--- config.mk ---
export PLATFORM = sky130hd
export DESIGN_NAME = smspi_front
export DESIGN_NICKNAME = d
export VERILOG_FILES = /design/src/smspi_pkg.sv /design/src/smspi_sync.sv /design/src/smspi_shift.sv /design/src/smspi_front.sv
export SDC_FILE = /design/constraint.sdc
export NUM_CORES = 1
export LEC_CHECK = 0
export BUFFER_PORTS_ARGS = -buffer_cell sky130_fd_sc_hd__clkbuf_2
export CAP_MARGIN = 0
export CORE_MARGIN = 3
export CORE_UTILIZATION = 40
export CTS_BUF_LIST = sky130_fd_sc_hd__clkbuf_8
export CTS_CLUSTER_SIZE = 30
export DETAILED_ROUTE_END_ITERATION = 6
export PLACE_DENSITY = 0.63
export SYNTH_ARGS = -nofsm -noshare
export SYNTH_HDL_FRONTEND = slang
export SYNTH_SLANG_ARGS = --single-unit
--- constraint.sdc ---
create_clock -name i_clk -period 2.7 [get_ports i_clk]
set_input_delay 0.405 -clock i_clk [delete_from_list [all_inputs] [get_ports i_clk]]
set_output_delay 0.405 -clock i_clk [all_outputs]
set_load 0.005 [all_outputs]
--- src/smspi_pkg.sv ---
package smspi_pkg;

	localparam int unsigned ADDR_W          = 17;
	localparam int unsigned ADDR_BYTES      = 3;
	localparam int unsigned ADDR_SKIP_BITS  = 7;
	localparam int unsigned BYTE_W          = 8;
	localparam int unsigned STATUS_W        = 8;
	localparam logic [3:0]  BITS_PER_BYTE   = 4'h8;
	localparam logic [1:0]  LAST_ADDR_BYTE  = 2'h2;
	localparam logic [7:0]  STATUS_RST      = 8'h40;
	localparam logic [7:0]  STATUS_WR_MASK  = 8'h8c;
	localparam int unsigned STATUS_WEL_BIT  = 1;
	localparam logic [2:0]  CSN_SYNC_RST    = 3'h7;
	localparam logic [2:0]  PIN_SYNC_RST    = 3'h0;
	localparam logic [ADDR_W-1:0] ADDR_RST  = 17'h00000;
	localparam logic [7:0]  BYTE_RST        = 8'h00;

	typedef enum logic [7:0] {
		SMSPI_OP_SET_WRITE_LATCH   = 8'h06,
		SMSPI_OP_CLEAR_WRITE_LATCH = 8'h04,
		SMSPI_OP_STATUS_READ       = 8'h05,
		SMSPI_OP_STATUS_WRITE      = 8'h01,
		SMSPI_OP_MEM_READ          = 8'h03,
		SMSPI_OP_FAST_READ         = 8'h0b,
		SMSPI_OP_MEM_WRITE         = 8'h02,
		SMSPI_OP_SLEEP             = 8'hb9,
		SMSPI_OP_IDENTITY_READ     = 8'h9f,
		SMSPI_OP_SERIAL_NUM_READ   = 8'hc3
	} smspi_op_t;

	typedef enum logic [3:0] {
		SMSPI_CMD_NONE  = 4'h0,
		SMSPI_CMD_SETWL = 4'h1,
		SMSPI_CMD_CLRWL = 4'h2,
		SMSPI_CMD_STRD  = 4'h3,
		SMSPI_CMD_STWR  = 4'h4,
		SMSPI_CMD_READ  = 4'h5,
		SMSPI_CMD_FREAD = 4'h6,
		SMSPI_CMD_WRITE = 4'h7,
		SMSPI_CMD_SLEEP = 4'h8,
		SMSPI_CMD_IDRD  = 4'h9,
		SMSPI_CMD_SNRD  = 4'ha
	} smspi_cmd_t;

	typedef enum logic [4:0] {
		SMSPI_ST_IDLE   = 5'b00001,
		SMSPI_ST_OPCODE = 5'b00010,
		SMSPI_ST_ADDR   = 5'b00100,
		SMSPI_ST_DATA   = 5'b01000,
		SMSPI_ST_IGNORE = 5'b10000
	} smspi_state_t;

	function automatic smspi_cmd_t smspi_decode(input logic [7:0] op);
		case (op)
			SMSPI_OP_SET_WRITE_LATCH:   smspi_decode = SMSPI_CMD_SETWL;
			SMSPI_OP_CLEAR_WRITE_LATCH: smspi_decode = SMSPI_CMD_CLRWL;
			SMSPI_OP_STATUS_READ:       smspi_decode = SMSPI_CMD_STRD;
			SMSPI_OP_STATUS_WRITE:      smspi_decode = SMSPI_CMD_STWR;
			SMSPI_OP_MEM_READ:          smspi_decode = SMSPI_CMD_READ;
			SMSPI_OP_FAST_READ:         smspi_decode = SMSPI_CMD_FREAD;
			SMSPI_OP_MEM_WRITE:         smspi_decode = SMSPI_CMD_WRITE;
			SMSPI_OP_SLEEP:             smspi_decode = SMSPI_CMD_SLEEP;
			SMSPI_OP_IDENTITY_READ:     smspi_decode = SMSPI_CMD_IDRD;
			SMSPI_OP_SERIAL_NUM_READ:   smspi_decode = SMSPI_CMD_SNRD;
			default:                    smspi_decode = SMSPI_CMD_NONE;
		endcase
	endfunction : smspi_decode

	function automatic logic smspi_has_addr(input smspi_cmd_t c);
		smspi_has_addr = (c == SMSPI_CMD_READ) || (c == SMSPI_CMD_FREAD)
			|| (c == SMSPI_CMD_WRITE);
	endfunction : smspi_has_addr

endpackage : smspi_pkg

--- src/smspi_sync.sv ---
`timescale 1ns/1ns
module smspi_sync
	import smspi_pkg::*;
#(
	parameter int unsigned N              = 3,
	parameter logic [N-1:0] RST_VAL       = '0
)(
	// Clock and reset.
	input  wire logic         i_clk,
	input  wire logic         i_rst,
	// Asynchronous levels in and synchronised levels out.
	input  wire logic [N-1:0] i_async,
	output logic      [N-1:0] o_sync
);

	logic [N-1:0] meta_q;
	logic [N-1:0] sync_q;

	// Two flip-flops per pin; the first one feeds only the second.
	always_ff @(posedge i_clk)
	begin
		if (i_rst)
		begin
			meta_q <= RST_VAL;
			sync_q <= RST_VAL;
		end
		else
		begin
			meta_q <= i_async;
			sync_q <= meta_q;
		end
	end

	assign o_sync = sync_q;

endmodule : smspi_sync

--- src/smspi_shift.sv ---
`timescale 1ns/1ns
module smspi_shift
	import smspi_pkg::*;
(
	// Clock and reset.
	input  wire logic       i_clk,
	input  wire logic       i_rst,
	// Control.
	input  wire logic       i_clear,
	input  wire logic       i_rise,
	input  wire logic       i_bit,
	// Assembled byte.
	output logic            o_byte_done,
	output logic [7:0]      o_byte
);

	logic [3:0] cnt_q;
	logic [7:0] sh_q;
	logic [7:0] sh_d;

	assign sh_d = {sh_q[6:0], i_bit};

	// Bits enter MSB first and a byte completes on every eighth rise.
	always_ff @(posedge i_clk)
	begin
		if (i_rst || i_clear)
		begin
			cnt_q       <= 4'h0;
			sh_q        <= BYTE_RST;
			o_byte_done <= 1'b0;
			o_byte      <= BYTE_RST;
		end
		else
		begin
			o_byte_done <= 1'b0;
			if (i_rise)
			begin
				sh_q <= sh_d;
				if (cnt_q == BITS_PER_BYTE - 4'h1)
				begin
					cnt_q       <= 4'h0;
					o_byte_done <= 1'b1;
					o_byte      <= sh_d;
				end
				else
				begin
					cnt_q <= cnt_q + 4'h1;
				end
			end
		end
	end

endmodule : smspi_shift

--- src/smspi_front.sv ---
`timescale 1ns/1ns
module smspi_front
	import smspi_pkg::*;
(
	// Clock and reset.
	input  wire logic              i_clk,
	input  wire logic              i_rst,
	// Serial pins.
	input  wire logic              i_csn,
	input  wire logic              i_sck,
	input  wire logic              i_si,
	input  wire logic              i_holdn,
	output logic                   o_so,
	output logic                   o_so_oen,
	// Decoded command.
	output logic                   o_active,
	output logic                   o_mode3,
	output logic                   o_cmd_valid,
	output logic [3:0]             o_cmd,
	output logic                   o_bad_op,
	output logic                   o_addr_valid,
	output logic [ADDR_W-1:0]      o_addr,
	output logic                   o_data_valid,
	output logic [7:0]             o_data,
	output logic                   o_write_strobe,
	output logic                   o_write_latch,
	output logic [STATUS_W-1:0]    o_status
);

	logic [2:0]   pins_s;
	logic         csn_s;
	logic         sck_s;
	logic         holdn_s;
	logic         si_s;
	logic         sck_prev_q;
	logic         csn_prev_q;
	logic         sel_fall;
	logic         sel_rise;
	logic         rise;
	logic         fall;
	logic         armed_q;
	logic         hold_ok;
	smspi_state_t state_q;
	smspi_cmd_t   cmd_q;
	smspi_cmd_t   dec;
	logic [1:0]   abyte_q;
	logic [ADDR_W-1:0] addr_q;
	logic [7:0]   status_q;
	logic         wel_q;
	logic         wel_clr_q;
	logic         byte_done;
	logic [7:0]   byte_in;
	logic [7:0]   tx_q;
	logic         tx_en_q;
	logic         bad_q;

	smspi_sync #(
		.N       (3),
		.RST_VAL (CSN_SYNC_RST)
	) u_sync_ctl (
		.i_clk   (i_clk),
		.i_rst   (i_rst),
		.i_async ({i_csn, i_holdn, i_sck}),
		.o_sync  (pins_s)
	);

	smspi_sync #(
		.N       (1),
		.RST_VAL (PIN_SYNC_RST[0])
	) u_sync_dat (
		.i_clk   (i_clk),
		.i_rst   (i_rst),
		.i_async (i_si),
		.o_sync  (si_s)
	);

	assign csn_s   = pins_s[2];
	assign holdn_s = pins_s[1];
	assign sck_s   = pins_s[0];

	// Hold low freezes clock and select activity.
	assign hold_ok  = holdn_s;
	assign sel_fall = hold_ok && csn_prev_q && !csn_s;
	assign sel_rise = hold_ok && !csn_prev_q && csn_s;
	// Mode 3 counts rises only after the clock has fallen once.
	assign rise = hold_ok && !csn_s && !sck_prev_q && sck_s && armed_q;
	assign fall = hold_ok && !csn_s && sck_prev_q && !sck_s;
	assign dec  = smspi_decode(byte_in);

	always_ff @(posedge i_clk)
	begin
		if (i_rst)
		begin
			sck_prev_q <= 1'b0;
			csn_prev_q <= 1'b1;
		end
		else if (hold_ok)
		begin
			sck_prev_q <= sck_s;
			csn_prev_q <= csn_s;
		end
	end

	// Mode chosen from the clock level at select.
	always_ff @(posedge i_clk)
	begin
		if (i_rst)
		begin
			o_mode3 <= 1'b0;
			armed_q <= 1'b0;
		end
		else if (sel_fall)
		begin
			o_mode3 <= sck_s;
			armed_q <= !sck_s;
		end
		else if (fall)
		begin
			armed_q <= 1'b1;
		end
	end

	smspi_shift u_shift (
		.i_clk       (i_clk),
		.i_rst       (i_rst),
		.i_clear     (sel_fall || csn_s),
		.i_rise      (rise && state_q != SMSPI_ST_IGNORE),
		.i_bit       (si_s),
		.o_byte_done (byte_done),
		.o_byte      (byte_in)
	);

	// Byte sequencing inside one select period.
	always_ff @(posedge i_clk)
	begin
		if (i_rst || csn_s)
		begin
			state_q <= SMSPI_ST_IDLE;
		end
		else if (sel_fall)
		begin
			state_q <= SMSPI_ST_OPCODE;
		end
		else if (byte_done)
		begin
			unique case (state_q)
				SMSPI_ST_OPCODE:
				begin
					if (dec == SMSPI_CMD_NONE)
						state_q <= SMSPI_ST_IGNORE;
					else if (smspi_has_addr(dec))
						state_q <= SMSPI_ST_ADDR;
					else
						state_q <= SMSPI_ST_DATA;
				end
				SMSPI_ST_ADDR:
				begin
					if (abyte_q == LAST_ADDR_BYTE)
						state_q <= SMSPI_ST_DATA;
				end
				SMSPI_ST_IDLE, SMSPI_ST_DATA, SMSPI_ST_IGNORE:
				begin
					state_q <= state_q;
				end
			endcase
		end
	end

	// Opcode and address capture.
	always_ff @(posedge i_clk)
	begin
		if (i_rst || sel_fall)
		begin
			cmd_q   <= SMSPI_CMD_NONE;
			abyte_q <= 2'h0;
			addr_q  <= ADDR_RST;
			bad_q   <= 1'b0;
		end
		else if (byte_done && state_q == SMSPI_ST_OPCODE)
		begin
			cmd_q <= dec;
			bad_q <= (dec == SMSPI_CMD_NONE);
		end
		else if (byte_done && state_q == SMSPI_ST_ADDR)
		begin
			abyte_q <= abyte_q + 2'h1;
			// Upper 7 of 24 bits fall off the top of the register.
			addr_q  <= {addr_q[ADDR_W-9:0], byte_in};
		end
		else if (byte_done && state_q == SMSPI_ST_DATA)
		begin
			addr_q <= addr_q + 17'h00001;
		end
	end

	// Command outputs are one-cycle pulses or held levels.
	always_ff @(posedge i_clk)
	begin
		if (i_rst)
		begin
			o_active       <= 1'b0;
			o_cmd_valid    <= 1'b0;
			o_cmd          <= SMSPI_CMD_NONE;
			o_bad_op       <= 1'b0;
			o_addr_valid   <= 1'b0;
			o_addr         <= ADDR_RST;
			o_data_valid   <= 1'b0;
			o_data         <= BYTE_RST;
			o_write_strobe <= 1'b0;
		end
		else
		begin
			o_active     <= !csn_s;
			o_cmd_valid  <= byte_done && state_q == SMSPI_ST_OPCODE && dec != SMSPI_CMD_NONE;
			o_bad_op     <= bad_q;
			o_addr_valid <= byte_done && state_q == SMSPI_ST_ADDR && abyte_q == LAST_ADDR_BYTE;
			o_data_valid <= byte_done && state_q == SMSPI_ST_DATA;
			// A written byte is committed as soon as it has shifted in.
			o_write_strobe <= byte_done && state_q == SMSPI_ST_DATA
				&& cmd_q == SMSPI_CMD_WRITE && wel_q;
			if (byte_done && state_q == SMSPI_ST_OPCODE)
				o_cmd <= dec;
			if (byte_done)
				o_data <= byte_in;
			// The third address byte is folded in so the address stands with its pulse.
			o_addr <= (byte_done && state_q == SMSPI_ST_ADDR)
				? {addr_q[ADDR_W-9:0], byte_in} : addr_q;
		end
	end

	// Write latch and status register.
	always_ff @(posedge i_clk)
	begin
		if (i_rst)
		begin
			wel_q     <= 1'b0;
			wel_clr_q <= 1'b0;
			status_q  <= STATUS_RST;
		end
		else
		begin
			// A set or a new clear request in the same cycle wins over the pending clear.
			if (sel_rise && wel_clr_q)
			begin
				wel_q     <= 1'b0;
				wel_clr_q <= 1'b0;
			end
			if (byte_done && state_q == SMSPI_ST_OPCODE && dec == SMSPI_CMD_SETWL)
				wel_q <= 1'b1;
			if (byte_done && state_q == SMSPI_ST_OPCODE
				&& (dec == SMSPI_CMD_CLRWL || dec == SMSPI_CMD_STWR
				|| dec == SMSPI_CMD_WRITE))
				wel_clr_q <= 1'b1;
			if (byte_done && state_q == SMSPI_ST_DATA && cmd_q == SMSPI_CMD_STWR && wel_q)
				status_q <= (status_q & ~STATUS_WR_MASK) | (byte_in & STATUS_WR_MASK);
		end
	end

	assign o_write_latch = wel_q;
	assign o_status      = {status_q[7:2], wel_q, 1'b0};

	// Serial output: status bytes shift out MSB first on falling edges.
	always_ff @(posedge i_clk)
	begin
		// Hold only pauses the shifter; the output enable releases the pin meanwhile.
		if (i_rst || csn_s)
		begin
			tx_en_q <= 1'b0;
			tx_q    <= BYTE_RST;
		end
		else if (byte_done && state_q == SMSPI_ST_OPCODE && dec == SMSPI_CMD_STRD)
		begin
			tx_en_q <= 1'b1;
			tx_q    <= {status_q[7:2], wel_q, 1'b0};
		end
		else if (fall && tx_en_q)
		begin
			tx_q <= {tx_q[6:0], tx_q[7]};
		end
	end

	always_ff @(posedge i_clk)
	begin
		if (i_rst)
		begin
			o_so     <= 1'b0;
			o_so_oen <= 1'b1;
		end
		else
		begin
			// Released when deselected, held, or after an unknown opcode.
			o_so_oen <= csn_s || !holdn_s || bad_q || !tx_en_q;
			if (fall && tx_en_q)
				o_so <= tx_q[7];
		end
	end
endmodule : smspi_front

Word-level counts from Yosys, hierarchy flattened

Index checks and enable logic that the tools add are counted.

Bits in registers: 117
Bits in latches: 0
RAM bits: 0
Memory bits (read-only): 0
Output and inout port bits: 47
Word-level logic and storage cells: 150
Memories kept: 0

Add/subtract/negate cells: 3
Multiply operators: 0
Div/mod/pow operators: 0
$lt $le $gt $ge: 0
Equal/unequal tests: 30
Shift operators: 0
Muxes and demuxes: 19
Bitwise logic cells: 4
Reductions and logical operators: 59

Operator list:

| operator                                                         | number |
|---|---|
| 17-bit 2-to-1 mux                                                | 3 |
| 4-bit case mux with 10 select lines                              | 1 |
| 4-bit by 3-bit == test with 1-bit output (second input constant) | 7 |
| 1-bit logical AND                                                | 25 |
| 8-bit by 3-bit == test with 1-bit output (second input constant) | 3 |
| 8-bit == test (second input constant)                            | 3 |
| 17-bit by 1-bit adder with 17-bit output (second input constant) | 1 |
| 8-bit by 2-bit == test with 1-bit output (second input constant) | 2 |
| 8-bit 2-to-1 mux                                                 | 2 |
| 2-bit nonzero test                                               | 6 |
| 1-bit logical OR                                                 | 11 |
| 5-bit 2-to-1 mux                                                 | 2 |
| 5-bit case mux with 2 select lines                               | 1 |
| 4-bit by 2-bit == test with 1-bit output (second input constant) | 2 |
| 8-bit by 1-bit == test with 1-bit output (second input constant) | 1 |
| 8-bit by 4-bit == test with 1-bit output (second input constant) | 1 |
| 4-bit 2-to-1 mux                                                 | 2 |
| 7-bit by 8-bit bitwise OR with 8-bit output                      | 1 |
| 1-bit logical NOT                                                | 6 |
| 1-bit 2-to-1 mux                                                 | 6 |
| 2-bit AND reduction                                              | 3 |
| 3-bit AND reduction                                              | 2 |
| 2-bit OR reduction                                               | 3 |
| 5-bit by 1-bit == test with 1-bit output (second input constant) | 1 |
| other kinds (16)                                                 | 20 |

Logic depth before layout (Yosys ltp)

Gate-level depths: netlist (run 1).

Depth after elaboration: 10
Depth in mapped cells: 9

Cells and area by module

Synthesis (run 1) repeated with hierarchy kept, for this count alone.

Cells, all modules: 549
Area, all modules: 4,983.5 µm²

Modules (own cells, without submodules):

| module                   | times used | cells an instance | area an instance (µm²) |
|---|---|---|---|
| smspi_front              | 1          | 453               | 3,857.4 |
| smspi_shift              | 1          | 80                | 915.9 |
| smspi_sync at u_sync_ctl | 1          | 12                | 157.7 |
| smspi_sync at u_sync_dat | 1          | 4                 | 52.6 |

Worst setup path after synthesis (run 1)

Ideal clock, no wire load.

Path type: register to register
Start point: reg state_q[4]
End point: reg status_q[7]
Library setup time: 0.128 ns
Arrival time: 2.089 ns
Setup slack: 0.483 ns
Stages on the path, launching flop included: 9
Clock period less this slack: 2.217 ns
Path through: dfxtp_1 buf_6 or4b_4 or2_1 buf_6 or4_4 buf_6 mux2i_1 nor2_1

Cells in the longest elaborated chain, start to end: 4

RTL lines:

| what                                     | line               | source |
|---|---|---|
| start, declared                          | smspi_front.sv:43  | `smspi_state_t state_q;` |
| start signal, assigned                   | smspi_front.sv:163 | `state_q <= state_q;` |
| 5-bit by 4-bit == test with 1-bit output | smspi_front.sv:254 | `if (byte_done && state_q == SMSPI_ST_DATA && cmd_q == SMSPI_CMD_STWR && wel_q)` |
| 1-bit logical AND (3 in a row)           | smspi_front.sv:254 |  |
| end signal, assigned                     | smspi_front.sv:255 | `status_q <= (status_q & ~STATUS_WR_MASK) \| (byte_in & STATUS_WR_MASK);` |
| end, declared                            | smspi_front.sv:48  | `logic [7:0] status_q;` |

No other way between the ends.
A chain may end at the register's enable or synchronous reset.

Worst setup path in the final report (run 1)

Start point: reg state_q[4]
End point: reg addr_q[16]

Cells in the longest elaborated chain, start to end: 4
Elaborated cells on any way between the ends: 10
Those cells by class: eq/ne (3); mux (1); bitwise (1); reduce/logical (5)

RTL lines:

| what                                                             | line                                                       | source |
|---|---|---|
| 5-bit by 3-bit == test with 1-bit output (tied with other cells) | smspi_front.sv:184                                         | `else if (byte_done && state_q == SMSPI_ST_ADDR)` |
| 1-bit logical AND (on tied branches)                             | smspi_front.sv:184, smspi_front.sv:179, smspi_front.sv:190 |  |
| 2-bit nonzero test (no line) or 1-bit NOT (tied branches)        | -                                                          |  |
| 2-bit AND reduction (no line)                                    | -                                                          |  |
| end signal, assigned                                             | smspi_front.sv:188                                         | `addr_q <= {addr_q[ADDR_W-9:0], byte_in};` |
| end signal, assigned                                             | smspi_front.sv:192                                         | `addr_q <= addr_q + 17'h00001;` |
| end, declared                                                    | smspi_front.sv:47                                          | `logic [ADDR_W-1:0] addr_q;` |

Several ways; a longest one is shown, not always the timed one.

==> impl_metrics.toml, run 1 <==
[synthesis]
synth_edf_count = 0
synth_area_leader_cell = "dfxtp_1"
syn_area_per_cell_um2 = 8.867
synth_top_flop_cell = "dfxtp_1"
syn_inst = 519
ys_seq_elements = 112
syn-cell-area_um2 = 4602
synth_seq_area_share = 0.4872
synth_area_leaders = "dfxtp_1 49%, mux2i_1 6.5%, nand2_1 5.7%"
netlist-cell-type-count = 53
async_flop_share = 0
synth_top_area_share = 0.4872
yosys_warnings = 0

[setup_path]
r2r_start = "state_q[4]$_SDFFE_PP0P_"
r2r-end = "addr_q[16]$_SDFFE_PP0P_"
path_cells = "or4b_4 > or4_1 > o311ai_0 > a21oi_1"
reg2reg_slack_ns = 0.37
crit_type = "flop to flop"
worst_setup_path_start_kind = "flop"
critical_path.n_buffers_inverters = 0
cp.depth = 4
slowest_stage = "or4_1"
critPathRequiredTime_ns = 2.93
crit_family = "simple AND/OR/NAND/NOR gates"
cp_max_fo = 10
crit_path_start = "state_q[4]$_SDFFE_PP0P_"
critPathCapture = "addr_q[16]$_SDFFE_PP0P_"
arrival_ns = 2.56
end_kind = "flop"
reg2reg_depth = 4
cpPeakStageDelay_ns = 0.66

[floorplanning]
die_h_um = 113.3
start_util = 0.4172
rows = 38
ioPinCount = 53
core_um2 = 11030
die_area_um2 = 12830
dieWidth_um = 113.3

[drt]
firstDrtPassIters = 4
antenna_left = 0
drt-initial-drc-count = 260
drcViolationCount = 0
vias_per_cell = 5.221
wirelength_um = 10180
wire_per_inst_um = 14.73
dr_total_vias = 3608

[timing]
hold_viol = 0
timing.fmax_ghz = 0.4293
setup_viol = 0
maxSlewHeadroom = 0.4733
skew_ns = 0.01007
rsz0062_at_grt = "false"
worstMarginPinSlew_ns = 0.7901
tns_ns = 0
finalCritPeriodShare = 0.8627
min_period_ns = 2.329
finalMaxSlewViolations = 0

[clocking]
cts_root_buffer = "clkbuf_8"
path_clk_slew_ns = 0.10
h-tree-depth = 3
hold_buffers = 0
cts_buffer_depth = 2
clk_latency_ns = 0.37
cts_inserted_buffers = 9
tritoncts = "yes"
cts_setup_buffers = 0
cts_resized = 0
cts_sinks = 112

[power]
clkPwrFrac = 0.411
p_leak_nw = 1.867
powerDensity_nw_per_um2 = 566.1
power_w = 0.002911
pwr-share-seq = 0.572
internal_power_w = 0.002320
p_sw_frac = 0.2030
p_sw_w = 0.0005909
vdd_drop_max_uv = 327.1
combPwrFrac = 0.016

[global_routing]
grtUsageTotal = 0.1634
antenna_found_initial = 0
grt_pass1_wl_um = 17190
grt_pass1_vias = 3529
overflow = 0
grt_max_degree = 52

[worst_hold_path]
hold_path.class = "input pin to flop"
holdPathStages = 2

[final_layout]
final_common_cell = "dfxtp_1"
area_growth_pct = 11.75
diodes = 0
final_cell_mix = "112 x dfxtp_1, 70 x nand2_1, 50 x nor2_1"
drive_gt1_frac = 0.1597
finalNetCount = 555

[placement]
place_congestion = 0.9113
io_buffers = 48
hpwl_um = 7366

[outcome]
outcome = "finished clean"

[job]
max_cap_viol_count = 0
[kinds of logic (layout without fill, tap and decap cells)]
group           after synthesis  in the layout  share of synthesized area
compound gates              102            102                     0.1351
other cells                   2              4                   0.001632
fa+ha+maj                     4              4                    0.01033
xor+xnor                     18             18                    0.03426
flops                       112            112                     0.4872
mux                          31             31                    0.06770
buf+inv                      55             85                    0.05438
simple gates                195            195                     0.2094
[how the worst min path moves through the flow]
stage | start | to | slack (ns)
global placement | u_sync_ctl.meta_q[1]$_SDFF_PP1_ | u_sync_ctl.o_sync[1]$_SDFF_PP1_ | 0.39
floorplan | u_sync_ctl.meta_q[0]$_SDFF_PP1_ | u_sync_ctl.o_sync[0]$_SDFF_PP1_ | 0.39
detailed placement | u_sync_ctl.meta_q[1]$_SDFF_PP1_ | u_sync_ctl.o_sync[1]$_SDFF_PP1_ | 0.40
global route | i_sck | u_sync_ctl.meta_q[0]$_SDFF_PP1_ | 0.20
finish | i_csn | u_sync_ctl.meta_q[2]$_SDFF_PP1_ | 0.21
CTS | i_csn | u_sync_ctl.meta_q[2]$_SDFF_PP1_ | 0.19
[worst reg2reg max path: stages, from the launching register on]
cell and delay (ns):
dfxtp_1 0.41, or4b_4 0.61, or4_1 0.66, o311ai_0 0.39
a21oi_1 0.11
[registers in the layout, summed over array words and instances, names as in the netlist, 2 cells and up]
name	cells
cmd_q	4
o_data	8
abyte_q	2
u_shift.sh_q	7
tx_q	8
u_sync_ctl.meta_q	3
addr_q	17
state_q	5
o_addr	17
u_shift.cnt_q	4
o_cmd	4
status_q	3
u_sync_ctl.o_sync	3
u_shift.o_byte	8
[power groups by stage]
| stage | Clock, W | Sequential [W] | Combinational, W |
|---|---|---|---|
| 2_1_floorplan | 0 | 0.00170 | 0.0000378 |
| 3_3_place_gp | 0 | 0.00170 | 0.0000484 |
| 3_5_place_dp | 0 | 0.00170 | 0.0000483 |
| 4_1_cts | 0.00123 | 0.00167 | 0.0000484 |
| 5_1_grt | 0.00128 | 0.00167 | 0.0000542 |
| 6_report | 0.00120 | 0.00167 | 0.0000476 |
[through the flow]
step / instances / area [um2] / util / hold WS (ns) / setup WS (ns)
after floorplan: 521 / 4609 / - / 0.3895 / 0.4834
after global placement: 675 / 4890 / 0.4433 / 0.3942 / 0.4585
after detailed placement: 675 / 4890 / 0.4433 / 0.3975 / 0.4096
after CTS: 691 / 5142 / 0.4662 / 0.1907 / 0.3682
after global routing: 691 / 5142 / 0.4662 / 0.2019 / 0.1823
final: 691 / 5142 / 0.4662 / 0.2144 / 0.3706
[synth_stat cells (2+ instances only)]
cell type and n:
o311ai_0 3, or2_2 8, a21oi_1 47, and2_1 3, xor2_1 9, nor2b_1 6
a2111oi_0 2, or4_1 2, buf_6 3, ha_1 3, and3_1 4, nor3b_1 2
nand4_1 7, nand4b_1 4, nor4_1 8, buf_4 5, dfxtp_1 112, mux2i_1 30
nor3_1 4, conb_1 2, nand2_1 70, nand3_1 7, buf_1 3, o21ai_0 22
nand2b_1 5, a22o_1 8, clkbuf_1 29, a211oi_1 11, or3b_2 2, buf_2 2
nand3b_1 5, xnor2_1 9, nor2_1 50, inv_1 13
[routing by layer]
layer  GRT usage  share of wire
met1      0.2113           0.48
met2      0.2713           0.47
met3     0.03529          0.037
met4     0.05369          0.013
met5           0              0
[layout make-up]
| class | instances | area (um2) |
|---|---|---|
| Multi-Input combinational cell | 354 | 2123 |
| Sequential cell | 112 | 2242 |
| Clock inverter | 6 | 115.1 |
| Clock buffer | 10 | 137.6 |
| Timing Repair Buffer | 56 | 300.3 |
| Tap cell | 140 | 175.2 |
| Fill cell | 1088 | 5888 |
| Inverter | 13 | 48.80 |
No activity file was read; power rests on OpenSTA's default activity.
==> run 2: changes to the inputs <==
--- a/config.mk
+++ b/config.mk
@@ -7,12 +7,12 @@
 export LEC_CHECK = 0
 export BUFFER_PORTS_ARGS = -buffer_cell sky130_fd_sc_hd__clkbuf_2
 export CAP_MARGIN = 0
-export CORE_MARGIN = 3
 export CORE_UTILIZATION = 40
 export CTS_BUF_LIST = sky130_fd_sc_hd__clkbuf_8
 export CTS_CLUSTER_SIZE = 30
 export DETAILED_ROUTE_END_ITERATION = 6
-export PLACE_DENSITY = 0.63
+export PLACE_DENSITY = 0.7
+export SLEW_MARGIN = 5
 export SYNTH_ARGS = -nofsm -noshare
 export SYNTH_HDL_FRONTEND = slang
 export SYNTH_SLANG_ARGS = --single-unit
==> run 2 against run 1 <==
Against the previous run:
- register-to-register slack is essentially flat
- worst hold slack worse by 0.0069 ns
- cell count shrank 0.14%
- die area fell by 6.9%
- sequential cell count is the same
- cell area shrank 1.0%
- global-route usage increased by 1.7 points
- largest cell class unchanged
- largest power group unchanged
- highest routed layer unchanged
==> impl_metrics.toml, run 2 (same netlist as run 1, synthesis figures left out) <==
[global_routing]
grt_pass1_vias = 3424
overflow = 0
grt_max_degree = 52
grtUsageTotal = 0.1806
antenna_found_initial = 0
grt_pass1_wl_um = 16550

[timing]
setup_viol = 0
timing.fmax_ghz = 0.4297
min_period_ns = 2.327
finalMaxSlewViolations = 0
skew_ns = 0.01441
worstMarginPinSlew_ns = 0.7356
hold_viol = 0
tns_ns = 0
maxSlewHeadroom = 0.5096
finalCritPeriodShare = 0.8619
holdWs_ns = 0.2075
rsz0062_at_grt = "false"

[power]
power_w = 0.002723
vdd_drop_max_uv = 345.7
p_leak_nw = 1.848
powerDensity_nw_per_um2 = 535.1

[final_layout]
fin_area_um2 = 5089
finalNetCount = 554
filler_cell_count = 1082
reg.largest.list = "addr_q x17, o_addr x17"
final_common_cell = "dfxtp_1"
drive_gt1_frac = 0.1564
fin_util = 0.4613
area_growth_pct = 10.58
diodes = 0
final_cell_mix = "112 x dfxtp_1, 70 x nand2_1, 50 x nor2_1"

[clocking]
cts_buffer_depth = 2
cts_setup_buffers = 0
h-tree-depth = 3
cts_resized = 0
path_clk_slew_ns = 0.10
clk_latency_ns = 0.38
hold_buffers = 0
cts_inserted_buffers = 9
tritoncts = "yes"
cts_root_buffer = "clkbuf_8"
cts_sinks = 112

[setup_path]
cp_max_fo = 10
arrival_ns = 2.62
r2r_start = "state_q[4]$_SDFFE_PP0P_"
r2r-end = "addr_q[16]$_SDFFE_PP0P_"
reg2reg_depth = 5
crit_path_start = "state_q[4]$_SDFFE_PP0P_"
reg2reg_slack_ns = 0.37
worst_setup_path_start_kind = "flop"
end_kind = "flop"
critPathRequiredTime_ns = 3.00
crit_type = "flop to flop"
critPathCapture = "addr_q[16]$_SDFFE_PP0P_"

[placement]
io_buffers = 48
placed_area_um2 = 4882
place_congestion = 0.8376
hpwl_um = 7151

[drt]
drt-initial-drc-count = 215
vias_per_cell = 5.291
firstDrtPassIters = 4
drcViolationCount = 0
wirelength_um = 10100
wire_per_inst_um = 14.63
dr_total_vias = 3651
antenna_left = 0

[worst_hold_path]
hold_path.class = "input pin to flop"
hold_start = "i_csn"
holdPathStages = 2

[floorplanning]
start_util = 0.4172
die_area_um2 = 11940
die_h_um = 109.3
dieWidth_um = 109.3
rows = 38
ioPinCount = 53
core_um2 = 11030

[outcome]
outcome = "finished clean"

[job]
max_cap_viol_count = 0
[run 2: worst min path at each step]
stage | slack [ns] | endpoint
after floorplan | 0.39 | u_sync_ctl.o_sync[0]$_SDFF_PP1_
after global placement | 0.39 | u_sync_ctl.o_sync[0]$_SDFF_PP1_
after detailed placement | 0.41 | u_sync_ctl.o_sync[1]$_SDFF_PP1_
after CTS | 0.19 | u_sync_ctl.meta_q[2]$_SDFF_PP1_
after global routing | 0.19 | u_sync_ctl.meta_q[0]$_SDFF_PP1_
final | 0.21 | u_sync_ctl.meta_q[2]$_SDFF_PP1_
[run 2: worst max-delay path, cell delays in order (launching register included)]
cell and delay (ns):
dfxtp_1 0.41, or4b_4 0.61, or4_1 0.66, nor4_1 0.32
o21ai_0 0.11, a21oi_1 0.14
[run 2: power by group]
part | internal (W) | leakage, nW | switching [W]
logic | 0.0000141 | 0.835 | 0.0000335
registers | 0.00166 | 0.904 | 0.00000718
clock network | 0.000459 | 0.108 | 0.000549
total | 0.00213 | 1.85 | 0.000590
[run 2: metrics by stage]
stage	instances	worst slack (ns)
floorplan	521	0.4834
global route	690	0.2665
finish	690	0.3728
detailed placement	674	0.4075
global placement	674	0.4672
CTS	690	0.3774
[run 2: cell type report]
type                    count  area (um2)  share of cell area
well taps                 140       175.2             0.03442
multi-input cells         354        2123              0.4173
clock inverters             6       68.82             0.01352
repair buffers             55       292.8             0.05754
inverters                  13       48.80            0.009589
flip-flops and latches    112        2242              0.4406
clock buffers              10       137.6             0.02705
[run 2: per-layer routing]
layer,wire (um),share of wire,GRT usage,up-vias
li1,-,-,-,1833
met2,4836,0.48,0.2947,89
met5,0,0,0,-
met1,4626,0.46,0.2273,1717
met3,451,0.045,0.04244,12
met4,182,0.018,0.07714,0
==> run 3: changes to the inputs <==
--- a/config.mk
+++ b/config.mk
@@ -7,11 +7,12 @@
 export LEC_CHECK = 0
 export BUFFER_PORTS_ARGS = -buffer_cell sky130_fd_sc_hd__clkbuf_2
 export CAP_MARGIN = 0
+export CORE_ASPECT_RATIO = 1.1
 export CORE_UTILIZATION = 40
 export CTS_BUF_LIST = sky130_fd_sc_hd__clkbuf_8
 export CTS_CLUSTER_SIZE = 30
 export DETAILED_ROUTE_END_ITERATION = 6
-export PLACE_DENSITY = 0.7
+export PLACE_DENSITY = 0.58
 export SLEW_MARGIN = 5
 export SYNTH_ARGS = -nofsm -noshare
 export SYNTH_HDL_FRONTEND = slang
==> run 3 against run 2 <==
Against the previous run:
- clock power hardly changed
- core utilization is essentially flat
- clock skew rose by 0.00065 ns
- largest power group unchanged
- highest routed layer unchanged
- critical endpoint unchanged
- sequential power about the same
- combinational power rose by 1%
- register-to-register slack gained 0.02 ns
- first-iteration DRC count down 16%
- sequential share of layout area shrank 0.15 points
==> impl_metrics.toml, run 3 (same netlist as run 1, synthesis figures left out) <==
[drt]
drcViolationCount = 0
drt-initial-drc-count = 181
vias_per_cell = 5.163
wire_per_inst_um = 14.46
wirelength_um = 10110
dr_total_vias = 3609
firstDrtPassIters = 4
antenna_left = 0

[power]
internal_power_w = 0.002145
powerDensity_nw_per_um2 = 530.4
power_w = 0.002708
p_sw_frac = 0.2079
p_sw_w = 0.0005629
vdd_drop_max_uv = 210.7
clkPwrFrac = 0.367
pwr-share-seq = 0.615
p_leak_nw = 1.859
combPwrFrac = 0.018

[clocking]
cts_root_buffer = "clkbuf_8"
path_clk_slew_ns = 0.10
cts_resized = 0
tritoncts = "yes"
cts_buffer_depth = 2
hold_buffers = 0
clk_latency_ns = 0.37
cts_sinks = 112
cts_setup_buffers = 0
h-tree-depth = 3
cts_inserted_buffers = 9

[final_layout]
fin_cells = 699
filler_cell_count = 1126
final_cell_mix = "112 x dfxtp_1, 70 x nand2_1, 50 x nor2_1"
fin_area_um2 = 5106
diodes = 0
finalNetCount = 556
area_growth_pct = 10.96
final_common_cell = "dfxtp_1"
reg.largest.list = "addr_q x17, o_addr x17"
drive_gt1_frac = 0.1558
fin_util = 0.4617

[global_routing]
grt_pass1_vias = 3394
overflow = 0
grt_pass1_wl_um = 16620
grt_max_degree = 52
grtUsageTotal = 0.1765
antenna_found_initial = 0

[floorplanning]
dieWidth_um = 104.3
ioPinCount = 53
core_um2 = 11060
rows = 40
die_h_um = 114.5
start_util = 0.4161
die_area_um2 = 11940

[outcome]
outcome = "finished clean"

[setup_path]
critPathRequiredTime_ns = 2.95
path_cells = "or4b_4 > or4_1 > o311ai_0 > a21oi_1"
arrival_ns = 2.56
end_kind = "flop"
worst_setup_path_start_kind = "flop"
slowest_stage = "or4_1"
cp_max_fo = 10
crit_type = "flop to flop"
cpPeakStageDelay_ns = 0.65

[placement]
placed_area_um2 = 4906
hpwl_um = 7279
dp_cells = 683
io_buffers = 48
place_congestion = 0.8384

[worst_hold_path]
hold_path.class = "input pin to flop"

[timing]
tns_ns = 0
min_period_ns = 2.312
setup_viol = 0
worstMarginPinSlew_ns = 0.5341
finalMaxSlewViolations = 0
skew_ns = 0.01506
rsz0062_at_grt = "false"
maxSlewHeadroom = 0.6410
finalCritPeriodShare = 0.8563
hold_viol = 0
timing.fmax_ghz = 0.4325

[job]
max_cap_viol_count = 0
==> run 3: cell types whose count changed in the layout (fill, tap and decap cells not counted), sizes merged <==
| cell | before | now |
|---|---|---|
| buf | 7 | 9 |
| clkbuf | 58 | 59 |
| inv | 15 | 16 |
| clkinv | 3 | 0 |
| clkinvlp | 0 | 1 |
==> run 3: stage by stage <==
stage | hold slack, ns | setup slack [ns]
finish | 0.2130 | 0.3881
global route | 0.1990 | 0.3011
CTS | 0.1892 | 0.3833
detailed placement | 0.3999 | 0.4022
global placement | 0.3936 | 0.4486
floorplan | 0.3895 | 0.4834
==> run 3: routing by layer <==
metal / global-route usage / share of wire / wire length (um) / up-vias
met2: 0.2998 / 0.47 / 4762 / 55
met5: 0 / 0 / 0 / -
met4: 0.06381 / 0.018 / 186 / 0
met1: 0.2196 / 0.48 / 4869 / 1708
met3: 0.03927 / 0.028 / 287 / 13
li1: - / - / - / 1833
==> run 3: worst paths after layout <==
check             slack [ns]  cells past startpoint                       startpoint                               to
hold reg to reg         0.42                      1  u_sync_ctl.meta_q[0]$_SDFF_PP1_  u_sync_ctl.o_sync[0]$_SDFF_PP1_
hold / removal          0.21                      2                          i_holdn  u_sync_ctl.meta_q[1]$_SDFF_PP1_
setup / recovery        0.39                      4          state_q[4]$_SDFFE_PP0P_          addr_q[16]$_SDFFE_PP0P_
setup reg to reg        0.39                      4          state_q[4]$_SDFFE_PP0P_          addr_q[16]$_SDFFE_PP0P_
==> run 3: power groups by stage <==
stage	clock [W]	combinational, W	sequential [W]
after floorplan	0	0.0000378	0.00170
after global placement	0	0.0000493	0.00170
after detailed placement	0	0.0000499	0.00170
after CTS	0.00102	0.0000499	0.00167
after global routing	0.00109	0.0000552	0.00167
final	0.000994	0.0000482	0.00167
==> run 3: cell type report <==
class / count / area, um2 / share of cell area
Multi-Input combinational cell: 354 / 2123 / 0.4158
Sequential cell: 112 / 2242 / 0.4391
Clock buffer: 11 / 151.4 / 0.02965
Clock inverter: 5 / 48.80 / 0.009556
Timing Repair Buffer: 57 / 307.8 / 0.06028
Inverter: 13 / 48.80 / 0.009556
Tap cell: 147 / 183.9 / 0.03602
==> run 3: critical path, delay by kind of cell (launching register included) <==
family           cells  cell delay (ns)
flip-flops           1             0.40
AND/OR/NAND/NOR      2             1.25
AO/OA/AOI/OAI        2             0.53
